### src/adc_seq_pkg.sv
// Constants, register map and state codes for the conversion sequencer.
package adc_seq_pkg;
	localparam logic [11:0] ctrl_offset = 12'h000;
	localparam logic [11:0] delay_offset = 12'h004;
	localparam logic [11:0] ptr_offset = 12'h008;
	localparam logic [11:0] result_offset = 12'h00c;
	localparam logic [11:0] status_offset = 12'h010;
	localparam logic [11:0] core_data_offset = 12'h014;
	// Control register field positions.
	localparam int start_pos = 0;
	localparam int single_pos = 1;
	localparam int cal_pos = 2;
	localparam int inter_pos = 3;
	localparam int map_pos = 4;
	localparam int buf_pos = 5;
	localparam int core_reset_pos = 6;
	localparam int mask_pos = 7;
	// Pointer register field positions.
	localparam int ptr1_pos = 0;
	localparam int ptr2_pos = 4;
	localparam int inc1_pos = 8;
	localparam int inc2_pos = 9;
	// Result register field positions.
	localparam int res1_pos = 0;
	localparam int res2_pos = 16;
	localparam logic [7:0] delay_reset = 8'h00;
	localparam logic mask_reset = 1'b1;
	localparam int result_width = 10;
	localparam int num_slots = 8;
	// Logic clock and tick timing.
	localparam longint clk_hz = 200000000;
	localparam longint tick_hz = 32768;
	localparam logic [12:0] tick_div = 13'(clk_hz / tick_hz);
	localparam real sync_delay_us = 2.0;
	localparam logic [9:0] sync_cycles = 10'($rtoi(sync_delay_us * 200.0 + 0.999));
	localparam logic [7:0] conv_cycles = 8'h20;
	localparam logic [1:0] resp_okay = 2'b00;
	localparam logic [1:0] resp_slverr = 2'b10;
	typedef enum logic [5:0] {
		st_idle = 6'b000001,
		st_sync = 6'b000010,
		st_delay = 6'b000100,
		st_conv = 6'b001000,
		st_gap = 6'b010000,
		st_done = 6'b100000
	} seq_state_e;
endpackage

### src/adc_conversion_sequencer.sv
// Conversion sequencer with AXI4-Lite register slave.
`timescale 1ns/1ps
module adc_conversion_sequencer (
	input wire logic ref_clk,
	input wire logic resetn,
	input wire logic clk_en,
	input wire logic external_trigger_pin,
	input wire logic [adc_seq_pkg::result_width-1:0] core_result,
	input wire logic [11:0] s_axi_awaddr,
	input wire logic s_axi_awvalid,
	output logic s_axi_awready,
	input wire logic [31:0] s_axi_wdata,
	input wire logic [3:0] s_axi_wstrb,
	input wire logic s_axi_wvalid,
	output logic s_axi_wready,
	output logic [1:0] s_axi_bresp,
	output logic s_axi_bvalid,
	input wire logic s_axi_bready,
	input wire logic [11:0] s_axi_araddr,
	input wire logic s_axi_arvalid,
	output logic s_axi_arready,
	output logic [31:0] s_axi_rdata,
	output logic [1:0] s_axi_rresp,
	output logic s_axi_rvalid,
	input wire logic s_axi_rready,
	output logic pll_enable,
	output logic [2:0] channel_select,
	output logic input_map_select,
	output logic input_buffer_enable,
	output logic core_sample,
	output logic core_calibrate,
	output logic core_reset,
	output logic conversion_done_irq
);
	import adc_seq_pkg::*;

	// ==========================================================
	// Register state
	seq_state_e state_q, state_d;
	logic software_start_bit_q, single_channel_select_q, calibration_request_q;
	logic inter_conversion_delay_enable_q, input_map_select_q, buffer_bit_q;
	logic conversion_done_mask_q, conversion_done_flag_q, core_reset_q;
	logic [7:0] start_delay_ticks_q;
	logic [2:0] first_slot_pointer_q, second_slot_pointer_q;
	logic first_pointer_autoinc_q, second_pointer_autoinc_q;
	logic [result_width-1:0] slot_q [num_slots];
	logic slots_valid_q;
	logic [1:0] queue_q;
	logic trig_meta_q, trig_sync_q, trig_prev_q;
	logic series_cal_q;
	logic [12:0] tick_cnt_q;
	logic [9:0] wait_cnt_q;
	logic [7:0] ticks_left_q;
	logic [2:0] conv_idx_q;
	logic [7:0] conv_cnt_q;
	logic pll_q, chan_buf_q, sample_q, cal_out_q, irq_q;
	logic [2:0] chan_q;
	logic aw_held_q, w_held_q, awready_q, wready_q;
	logic [11:0] aw_addr_q;
	logic [31:0] w_data_q;
	logic [3:0] w_strb_q;
	logic bvalid_q, arready_q, rvalid_q;
	logic [31:0] rdata_q;
	logic [1:0] bresp_q, rresp_q;

	// ==========================================================
	// Decode
	wire tick = (tick_cnt_q == tick_div - 13'd1);
	wire trig_edge = trig_sync_q & ~trig_prev_q;
	wire wr_fire = aw_held_q & w_held_q & ~bvalid_q;
	wire wr_ctrl = wr_fire & (aw_addr_q == ctrl_offset) & w_strb_q[0];
	wire wr_delay = wr_fire & (aw_addr_q == delay_offset) & w_strb_q[0];
	wire wr_ptr0 = wr_fire & (aw_addr_q == ptr_offset) & w_strb_q[0];
	wire wr_ptr1 = wr_fire & (aw_addr_q == ptr_offset) & w_strb_q[1];
	wire wr_status = wr_fire & (aw_addr_q == status_offset) & w_strb_q[0];
	wire wr_known = (aw_addr_q == ctrl_offset) | (aw_addr_q == delay_offset) | (aw_addr_q == ptr_offset)
		| (aw_addr_q == result_offset) | (aw_addr_q == status_offset) | (aw_addr_q == core_data_offset);
	wire rd_fire = s_axi_arvalid & arready_q;
	wire rd_result = rd_fire & (s_axi_araddr == result_offset);
	wire sw_start = wr_ctrl & w_data_q[start_pos] & ~software_start_bit_q;
	wire req_in = sw_start | trig_edge;
	wire busy = ~state_q[0];
	wire series_end = (state_q == st_done);
	// A delay always starts on a fresh tick, so a programmed delay is a whole number of ticks.
	wire delay_entry = (state_d == st_delay) & (state_q != st_delay);
	wire launch = (state_q == st_idle) & (queue_q != 2'd0);
	wire conv_end = (state_q == st_conv) & (conv_cnt_q == conv_cycles - 8'd1);
	wire last_conv = (conv_idx_q == 3'd7);
	// Looking one index ahead keeps the channel steady from the first cycle of a back-to-back conversion.
	wire [2:0] conv_idx_d = conv_end ? conv_idx_q + 3'd1 : conv_idx_q;
	// Single-channel mode uses the first pointer; multi-channel walks the index.
	wire [2:0] next_chan = single_channel_select_q ? first_slot_pointer_q : conv_idx_d;
	wire [2:0] rd_slot1 = first_slot_pointer_q;
	wire [2:0] rd_slot2 = second_slot_pointer_q;
	wire [31:0] result_word = slots_valid_q ?
		({6'd0, slot_q[rd_slot2], 6'd0, slot_q[rd_slot1]}) : 32'h0;
	wire [31:0] ctrl_word = {24'd0, conversion_done_mask_q, 1'b0, buffer_bit_q, input_map_select_q,
		inter_conversion_delay_enable_q, calibration_request_q, single_channel_select_q, software_start_bit_q};
	wire [31:0] ptr_word = {22'd0, second_pointer_autoinc_q, first_pointer_autoinc_q,
		1'b0, second_slot_pointer_q, 1'b0, first_slot_pointer_q};
	wire [31:0] status_word = {24'd0, 2'd0, queue_q, 1'b0, slots_valid_q, busy, conversion_done_flag_q};
	wire rd_known = (s_axi_araddr == ctrl_offset) | (s_axi_araddr == delay_offset)
		| (s_axi_araddr == ptr_offset) | (s_axi_araddr == result_offset) | (s_axi_araddr == status_offset);
	wire [31:0] rd_word = (s_axi_araddr == ctrl_offset) ? ctrl_word :
		(s_axi_araddr == delay_offset) ? {24'd0, start_delay_ticks_q} :
		(s_axi_araddr == ptr_offset) ? ptr_word :
		(s_axi_araddr == result_offset) ? result_word :
		(s_axi_araddr == status_offset) ? status_word : 32'h0;

	// ==========================================================
	// Sequencer state machine
	always_comb begin
		state_d = state_q;
		case (state_q)
			st_idle: if (launch) state_d = st_sync;
			st_sync: if (wait_cnt_q == 10'd0) state_d = st_delay;
			st_delay: if (tick && ticks_left_q == 8'd0) state_d = st_conv;
			st_conv: if (conv_end) state_d = last_conv ? st_done : (inter_conversion_delay_enable_q ? st_delay : st_conv);
			st_gap: state_d = st_conv;
			st_done: state_d = st_idle;
			default: state_d = st_idle;
		endcase
		if (core_reset_q) state_d = st_idle;
	end

	// ==========================================================
	// Sequencer datapath
	always_ff @(posedge ref_clk) begin
		if (!resetn) begin
			state_q <= st_idle;
			tick_cnt_q <= 13'd0;
			wait_cnt_q <= 10'd0;
			ticks_left_q <= 8'd0;
			conv_idx_q <= 3'd0;
			conv_cnt_q <= 8'd0;
			queue_q <= 2'd0;
			series_cal_q <= 1'b0;
			trig_meta_q <= 1'b0;
			trig_sync_q <= 1'b0;
			trig_prev_q <= 1'b0;
			slots_valid_q <= 1'b0;
			for (int i = 0; i < num_slots; i++) slot_q[i] <= '0;
		end else if (clk_en) begin
			state_q <= state_d;
			trig_meta_q <= external_trigger_pin;
			trig_sync_q <= trig_meta_q;
			trig_prev_q <= trig_sync_q;
			// The tick counter runs on ref_clk, so its rate never follows the PLL setting.
			tick_cnt_q <= (tick | delay_entry) ? 13'd0 : tick_cnt_q + 13'd1;
			// A third request is dropped rather than overwriting a queued one.
			if (core_reset_q) queue_q <= 2'd0;
			else if (req_in && !launch && queue_q != 2'd2) queue_q <= queue_q + 2'd1;
			else if (launch && !req_in) queue_q <= queue_q - 2'd1;
			if (launch) begin
				wait_cnt_q <= sync_cycles;
				ticks_left_q <= start_delay_ticks_q;
				conv_idx_q <= 3'd0;
				series_cal_q <= calibration_request_q;
			end
			if (state_q == st_sync && wait_cnt_q != 10'd0) wait_cnt_q <= wait_cnt_q - 10'd1;
			if (state_q == st_delay && tick && ticks_left_q != 8'd0) ticks_left_q <= ticks_left_q - 8'd1;
			// Clearing outside a conversion keeps an aborted conversion from shortening the next one.
			conv_cnt_q <= (state_q == st_conv && !conv_end) ? conv_cnt_q + 8'd1 : 8'd0;
			if (conv_end) begin
				if (!series_cal_q) slot_q[conv_idx_q] <= core_result;
				conv_idx_q <= conv_idx_q + 3'd1;
				ticks_left_q <= start_delay_ticks_q;
			end
			if (series_end) slots_valid_q <= ~series_cal_q;
		end
	end

	// ==========================================================
	// Host-visible control registers
	always_ff @(posedge ref_clk) begin
		if (!resetn) begin
			software_start_bit_q <= 1'b0;
			single_channel_select_q <= 1'b0;
			calibration_request_q <= 1'b0;
			inter_conversion_delay_enable_q <= 1'b0;
			input_map_select_q <= 1'b0;
			buffer_bit_q <= 1'b0;
			conversion_done_mask_q <= mask_reset;
			conversion_done_flag_q <= 1'b0;
			core_reset_q <= 1'b0;
			start_delay_ticks_q <= delay_reset;
		end else if (clk_en) begin
			core_reset_q <= wr_ctrl & w_data_q[core_reset_pos];
			if (wr_ctrl) begin
				single_channel_select_q <= w_data_q[single_pos];
				inter_conversion_delay_enable_q <= w_data_q[inter_pos];
				input_map_select_q <= w_data_q[map_pos];
				buffer_bit_q <= w_data_q[buf_pos];
				conversion_done_mask_q <= w_data_q[mask_pos];
			end
			if (wr_ctrl && w_data_q[cal_pos]) calibration_request_q <= 1'b1;
			else if (series_end && series_cal_q) calibration_request_q <= 1'b0;
			if (req_in) software_start_bit_q <= 1'b1;
			else if (series_end && queue_q == 2'd0) software_start_bit_q <= 1'b0;
			else if (core_reset_q) software_start_bit_q <= 1'b0;
			if (series_end) conversion_done_flag_q <= 1'b1;
			else if (wr_status && w_data_q[0]) conversion_done_flag_q <= 1'b0;
			if (wr_delay) start_delay_ticks_q <= w_data_q[7:0];
		end
	end

	// ==========================================================
	// Readout pointers
	slot_pointer_reg u_slot_pointer_reg_first (
		.ref_clk,
		.resetn,
		.clk_en,
		.load_ptr(wr_ptr0),
		.load_inc(wr_ptr1),
		.ptr_in(w_data_q[ptr1_pos +: 3]),
		.inc_in(w_data_q[inc1_pos]),
		.result_read(rd_result),
		.ptr(first_slot_pointer_q),
		.inc(first_pointer_autoinc_q)
	);

	slot_pointer_reg u_slot_pointer_reg_second (
		.ref_clk,
		.resetn,
		.clk_en,
		.load_ptr(wr_ptr0),
		.load_inc(wr_ptr1),
		.ptr_in(w_data_q[ptr2_pos +: 3]),
		.inc_in(w_data_q[inc2_pos]),
		.result_read(rd_result),
		.ptr(second_slot_pointer_q),
		.inc(second_pointer_autoinc_q)
	);

	// ==========================================================
	// Core-facing outputs, all registered
	always_ff @(posedge ref_clk) begin
		if (!resetn) begin
			pll_q <= 1'b0;
			chan_q <= 3'd0;
			chan_buf_q <= 1'b0;
			sample_q <= 1'b0;
			cal_out_q <= 1'b0;
			irq_q <= 1'b0;
		end else if (clk_en) begin
			pll_q <= busy | (queue_q != 2'd0);
			chan_q <= next_chan;
			chan_buf_q <= buffer_bit_q & (state_d == st_conv);
			sample_q <= (state_d == st_conv) & ((state_q != st_conv) | conv_end);
			cal_out_q <= series_cal_q & busy;
			irq_q <= conversion_done_flag_q & ~conversion_done_mask_q;
		end
	end

	// ==========================================================
	// AXI4-Lite slave
	always_ff @(posedge ref_clk) begin
		if (!resetn) begin
			aw_held_q <= 1'b0;
			w_held_q <= 1'b0;
			awready_q <= 1'b1;
			wready_q <= 1'b1;
			aw_addr_q <= 12'h0;
			w_data_q <= 32'h0;
			w_strb_q <= 4'h0;
			bvalid_q <= 1'b0;
			bresp_q <= resp_okay;
			arready_q <= 1'b0;
			rvalid_q <= 1'b0;
			rdata_q <= 32'h0;
			rresp_q <= resp_okay;
		end else if (clk_en) begin
			if (s_axi_awvalid && !aw_held_q) begin
				aw_held_q <= 1'b1;
				awready_q <= 1'b0;
				aw_addr_q <= {s_axi_awaddr[11:2], 2'b00};
			end
			if (s_axi_wvalid && !w_held_q) begin
				w_held_q <= 1'b1;
				wready_q <= 1'b0;
				w_data_q <= s_axi_wdata;
				w_strb_q <= s_axi_wstrb;
			end
			if (wr_fire) begin
				bvalid_q <= 1'b1;
				bresp_q <= wr_known ? resp_okay : resp_slverr;
			end else if (bvalid_q && s_axi_bready) begin
				bvalid_q <= 1'b0;
				aw_held_q <= 1'b0;
				w_held_q <= 1'b0;
				awready_q <= 1'b1;
				wready_q <= 1'b1;
			end
			arready_q <= s_axi_arvalid & ~arready_q & ~rvalid_q;
			if (rd_fire) begin
				rvalid_q <= 1'b1;
				rdata_q <= rd_word;
				rresp_q <= rd_known ? resp_okay : resp_slverr;
			end else if (rvalid_q && s_axi_rready) rvalid_q <= 1'b0;
		end
	end

	assign s_axi_awready = awready_q;
	assign s_axi_wready = wready_q;
	assign s_axi_bvalid = bvalid_q;
	assign s_axi_bresp = bresp_q;
	assign s_axi_arready = arready_q;
	assign s_axi_rvalid = rvalid_q;
	assign s_axi_rdata = rdata_q;
	assign s_axi_rresp = rresp_q;
	assign pll_enable = pll_q;
	assign channel_select = chan_q;
	assign input_map_select = input_map_select_q;
	assign input_buffer_enable = chan_buf_q;
	assign core_sample = sample_q;
	assign core_calibrate = cal_out_q;
	assign core_reset = core_reset_q;
	assign conversion_done_irq = irq_q;
endmodule

// ==========================================================
// One readout pointer with its auto-increment enable
module slot_pointer_reg (
	input wire logic ref_clk,
	input wire logic resetn,
	input wire logic clk_en,
	input wire logic load_ptr,
	input wire logic load_inc,
	input wire logic [2:0] ptr_in,
	input wire logic inc_in,
	input wire logic result_read,
	output logic [2:0] ptr,
	output logic inc
);
	logic [2:0] ptr_q;
	logic inc_q;

	always_ff @(posedge ref_clk) begin
		if (!resetn) begin
			ptr_q <= 3'd0;
			inc_q <= 1'b0;
		end else if (clk_en) begin
			// A pointer write wins over an increment that falls in the same cycle.
			if (load_ptr) ptr_q <= ptr_in;
			else if (result_read && inc_q) ptr_q <= ptr_q + 3'd1;
			if (load_inc) inc_q <= inc_in;
		end
	end

	assign ptr = ptr_q;
	assign inc = inc_q;
endmodule

### config.mk
export PLATFORM = sky130hd
export DESIGN_NAME = adc_conversion_sequencer
export DESIGN_NICKNAME = d
export VERILOG_FILES = /design/src/adc_seq_pkg.sv /design/src/adc_conversion_sequencer.sv
export SDC_FILE = /design/constraint.sdc
export NUM_CORES = 1
export LEC_CHECK = 0
export BUFFER_PORTS_ARGS = -buffer_cell sky130_fd_sc_hd__buf_2
export CAP_MARGIN = 15
export CORE_AREA = 3 3 145 147
export DETAILED_ROUTE_END_ITERATION = 7
export DIE_AREA = 0 0 148 150
export GPL_ROUTABILITY_DRIVEN = 1
export PLACE_DENSITY = 0.75
export SLEW_MARGIN = 20
export SYNTH_ARGS = -nofsm -noshare
export SYNTH_HDL_FRONTEND = slang
export SYNTH_SLANG_ARGS = --single-unit
### constraint.sdc
create_clock -name ref_clk -period 3.15 [get_ports ref_clk]
set_input_delay 0.63 -clock ref_clk [delete_from_list [all_inputs] [get_ports ref_clk]]
set_output_delay 0.63 -clock ref_clk [all_outputs]
set_load 0.005 [all_outputs]
==> impl_metrics.tcl <==
set metrics [dict create \
    multi_input_area_um2 5260 \
    ctsResizeCount 0 \
    clock.fmax_ghz 0.382 \
    final_cell_mix "dfxtp_1, nor2_1, nand2_1, buf_2, and2_1" \
    synthCells 1061 \
    critical-path-top-delay-family "simple AND/OR/NAND/NOR gates" \
    root_buffer "clkbuf_16" \
    drt_first_pass_iters 5 \
    critical_path_buf_inv_count 1 \
    required_ps 3350 \
    relSlewSlack 0.447 \
    ctsHoldBuffers 0 \
    p_leak_nw 4.64 \
    p_sw_frac 0.245 \
    layout-drive-gt1-share 0.206 \
    regArea_um2 5310 \
    io_buffers 89 \
    grt_pass1_vias 8299 \
    rsz0062_at_grt "false" \
    clkPwrFrac 0.410 \
    clk_pin_slew_ps 60 \
    place_hpwl_mm 19.7 \
    htree_levels 1 \
    yosysSeqAreaShare 0.486 \
    viasPerCell 5.83 \
    area_delta_synth_final_pct 14.6 \
    run_status "complete, no violations" \
    place_congestion 0.887 \
    cp_slowest_cell "or4_4" \
    seqPwrFrac 0.485 \
    grt_antenna_before_repair 0 \
    hold_viol_final 0 \
    drtIter0Drc 612 \
    crit_path_start_kind "flop" \
    grt_pass1_wl_mm 44.1 \
    layout_min_cycle_time_ps 2620 \
    slew_viol_final 0 \
    ys_ff_latch 225 \
    crit_path_end_kind "flop" \
    cp.arrival_ps 2820 \
    die_h_um 150 \
    grt_use_total 0.251 \
    grt_max_degree 40 \
    cp_cell_sequence "or4_4 -> nor4_4 -> and3_1 -> and2b_1 -> and3b_1 -> nand2b_1 -> buf_4" \
    core_um2 20000 \
    numCtsBuffers 24 \
    fillCellCount 1672 \
    gr-total-overflow 0 \
    ant_nets 0 \
    fin_setup_tns_ps 0 \
    internal_power_w 0.00506 \
    syn_area_um2 10900 \
    synth-main-ff-cell "dfxtp_1" \
    ios 130 \
    ir_worst_vdd_uv 478 \
    final_area_um2 12500 \
    async_reset_ff_frac 0 \
    clock_skew_ps 13.7 \
    combPwrFrac 0.104 \
    syn_avg_cell_area_um2 10.3 \
    tightest_slew_ps 826 \
    p_sw_w 0.00164 \
    rows 52 \
    min_path_type "in -> reg" \
    clockBufferDepth 3 \
    power.total_w 0.00670 \
    die-area_um2 22200 \
    yosysWarnings 0 \
    max_stage_delay_ps 590 \
    max_cap_violations 0 \
    setup_violations 0 \
    die_w_um 148 \
    remaining_drc_errors 0 \
    critPathMaxFanout 10 \
    antenna_cells 0 \
    layout_commonest_cell "dfxtp_1" \
    post_dp_cell_area_um2 11700 \
    wl_per_cell_um 19.3 \
    nNetsFinal 1249 \
    synth_edf_count 80 \
    start_util 0.545 \
    clock_latency_ps 510 \
    ys_types 73 \
    num_vias 8419 \
    cts_tree "done" \
    drt_wl_total_mm 27.9 \
    cts.sinks 225 \
    period_share 0.832 \
    post_cts_buffers 0 \
    powerDensity_nw_per_um2 535 \
    path_class "reg -> reg" \
]
## power groups by stage
stage	clock (W)	combinational [W]	sequential [W]
final	0.00275	0.000700	0.00325
after global routing	0.00291	0.000770	0.00326
after CTS	0.00278	0.000692	0.00325
after detailed placement	0	0.000687	0.00331
after global placement	0	0.000675	0.00330
after floorplan	0	0.000499	0.00326
## worst reg2reg max path, stage by stage, from the launching register on
cell and delay, ps:
dfxtp_1 400, or4_4 590, nor4_4 300, and3_1 290, and2b_1 210, and3b_1 190, nand2b_1 100, buf_4 230
## routing by layer
layer / GRT usage / vias to the layer above / routed length, um / share of wire
met4: 0.0808 / 0 / 870 / 0.031
met1: 0.313 / 4064 / 11100 / 0.40
met5: 0 / - / 0 / 0
li1: - / 4016 / - / -
met2: 0.454 / 281 / 14400 / 0.52
met3: 0.0312 / 58 / 1460 / 0.052
## per-stage QoR
stage	hold slack [ps]	instances	setup slack, ps	util
6_report	355	1444	530	0.624
5_1_grt	361	1444	392	0.624
4_1_cts	342	1444	551	0.624
3_5_place_dp	446	1403	495	0.586
3_3_place_gp	438	1403	522	0.586
2_1_floorplan	436	1074	271	-
## worst paths after layout
path	slack, ps	cells after the start	endpoint	start
setup reg to reg	530	7	slot_q[0][0]	state_q[0]
setup / recovery	530	7	slot_q[0][0]	state_q[0]
hold reg to reg	460	2	aw_addr_q[7]	aw_addr_q[7]
hold / removal	350	3	aw_addr_q[8]	s_axi_awaddr[8]
## logic make-up (layout without fill, tap and decap cells)
kind of cell | after synthesis | count (layout) | synth area share
mux | 92 | 92 | 0.132
xor+xnor | 26 | 26 | 0.0208
flops | 225 | 225 | 0.486
buf+inv | 91 | 191 | 0.0375
simple gates | 456 | 456 | 0.216
compound gates | 159 | 159 | 0.0950
fa+ha+maj | 11 | 11 | 0.0126
other cells | 1 | 14 | 0.000343
## state kept, by name, summed over array words and instances, names as in the netlist, 2 cells and up, named ones only
| name | cells |
|---|---|
| slot_q | 80 |
| s_axi_rdata | 20 |
| tick_cnt_q | 13 |
| aw_addr_q | 10 |
| w_data_q | 10 |
| wait_cnt_q | 10 |
| conv_cnt_q | 8 |
| start_delay_ticks_q | 8 |
| ticks_left_q | 8 |
| state_q | 6 |
| channel_select | 3 |
| conv_idx_q | 3 |
| u_slot_pointer_reg_first.ptr | 3 |
| u_slot_pointer_reg_second.ptr | 3 |
| queue_q | 2 |
| w_strb_q | 2 |
## area by class of cell
cell class	instances	area share
clock buffers	32	0.0537
clock inverters	9	0.00760
inverters	17	0.00510
multi-input cells	758	0.421
flip-flops and latches	225	0.424
well taps	270	0.0270
repair buffers	133	0.0620
## synthesized netlist by cell type (3+ instances only)
library cell	n	area share
a31oi_1	6	0.0034
or4_1	4	0.0027
xor2_1	17	0.014
mux2_2	13	0.013
clkbuf_2	6	0.0027
nand3_1	29	0.013
mux2i_1	39	0.036
nor4_1	7	0.0040
nor2b_1	8	0.0046
o22ai_1	5	0.0029
and3_1	10	0.0057
nand2_1	103	0.035
nor3b_1	7	0.0048
edfxtp_1	80	0.22
and2_1	86	0.049
buf_2	3	0.0014
a32o_1	5	0.0046
clkbuf_1	42	0.014
or2_2	5	0.0029
xnor2_1	9	0.0072
a21oi_1	52	0.024
nand3b_1	3	0.0021
a21o_1	5	0.0034
nor2_1	111	0.038
nor4_2	3	0.0034
a2111oi_0	5	0.0040
a22o_1	4	0.0032
a22oi_1	13	0.0089
buf_4	15	0.010
nand4b_1	3	0.0024
mux4_2	40	0.082
nand2b_1	14	0.0080
nand4_1	12	0.0069
and4_1	4	0.0032
o21ai_0	33	0.015
a211oi_1	4	0.0027
ha_1	11	0.013
a32oi_1	6	0.0048
nor3_1	26	0.012
o2111ai_1	3	0.0024
or3_1	5	0.0029
dfxtp_1	145	0.27
inv_1	16	0.0055
nor4b_1	3	0.0024
buf_1	8	0.0027
Note: power is estimated with default switching activity, not from simulation.
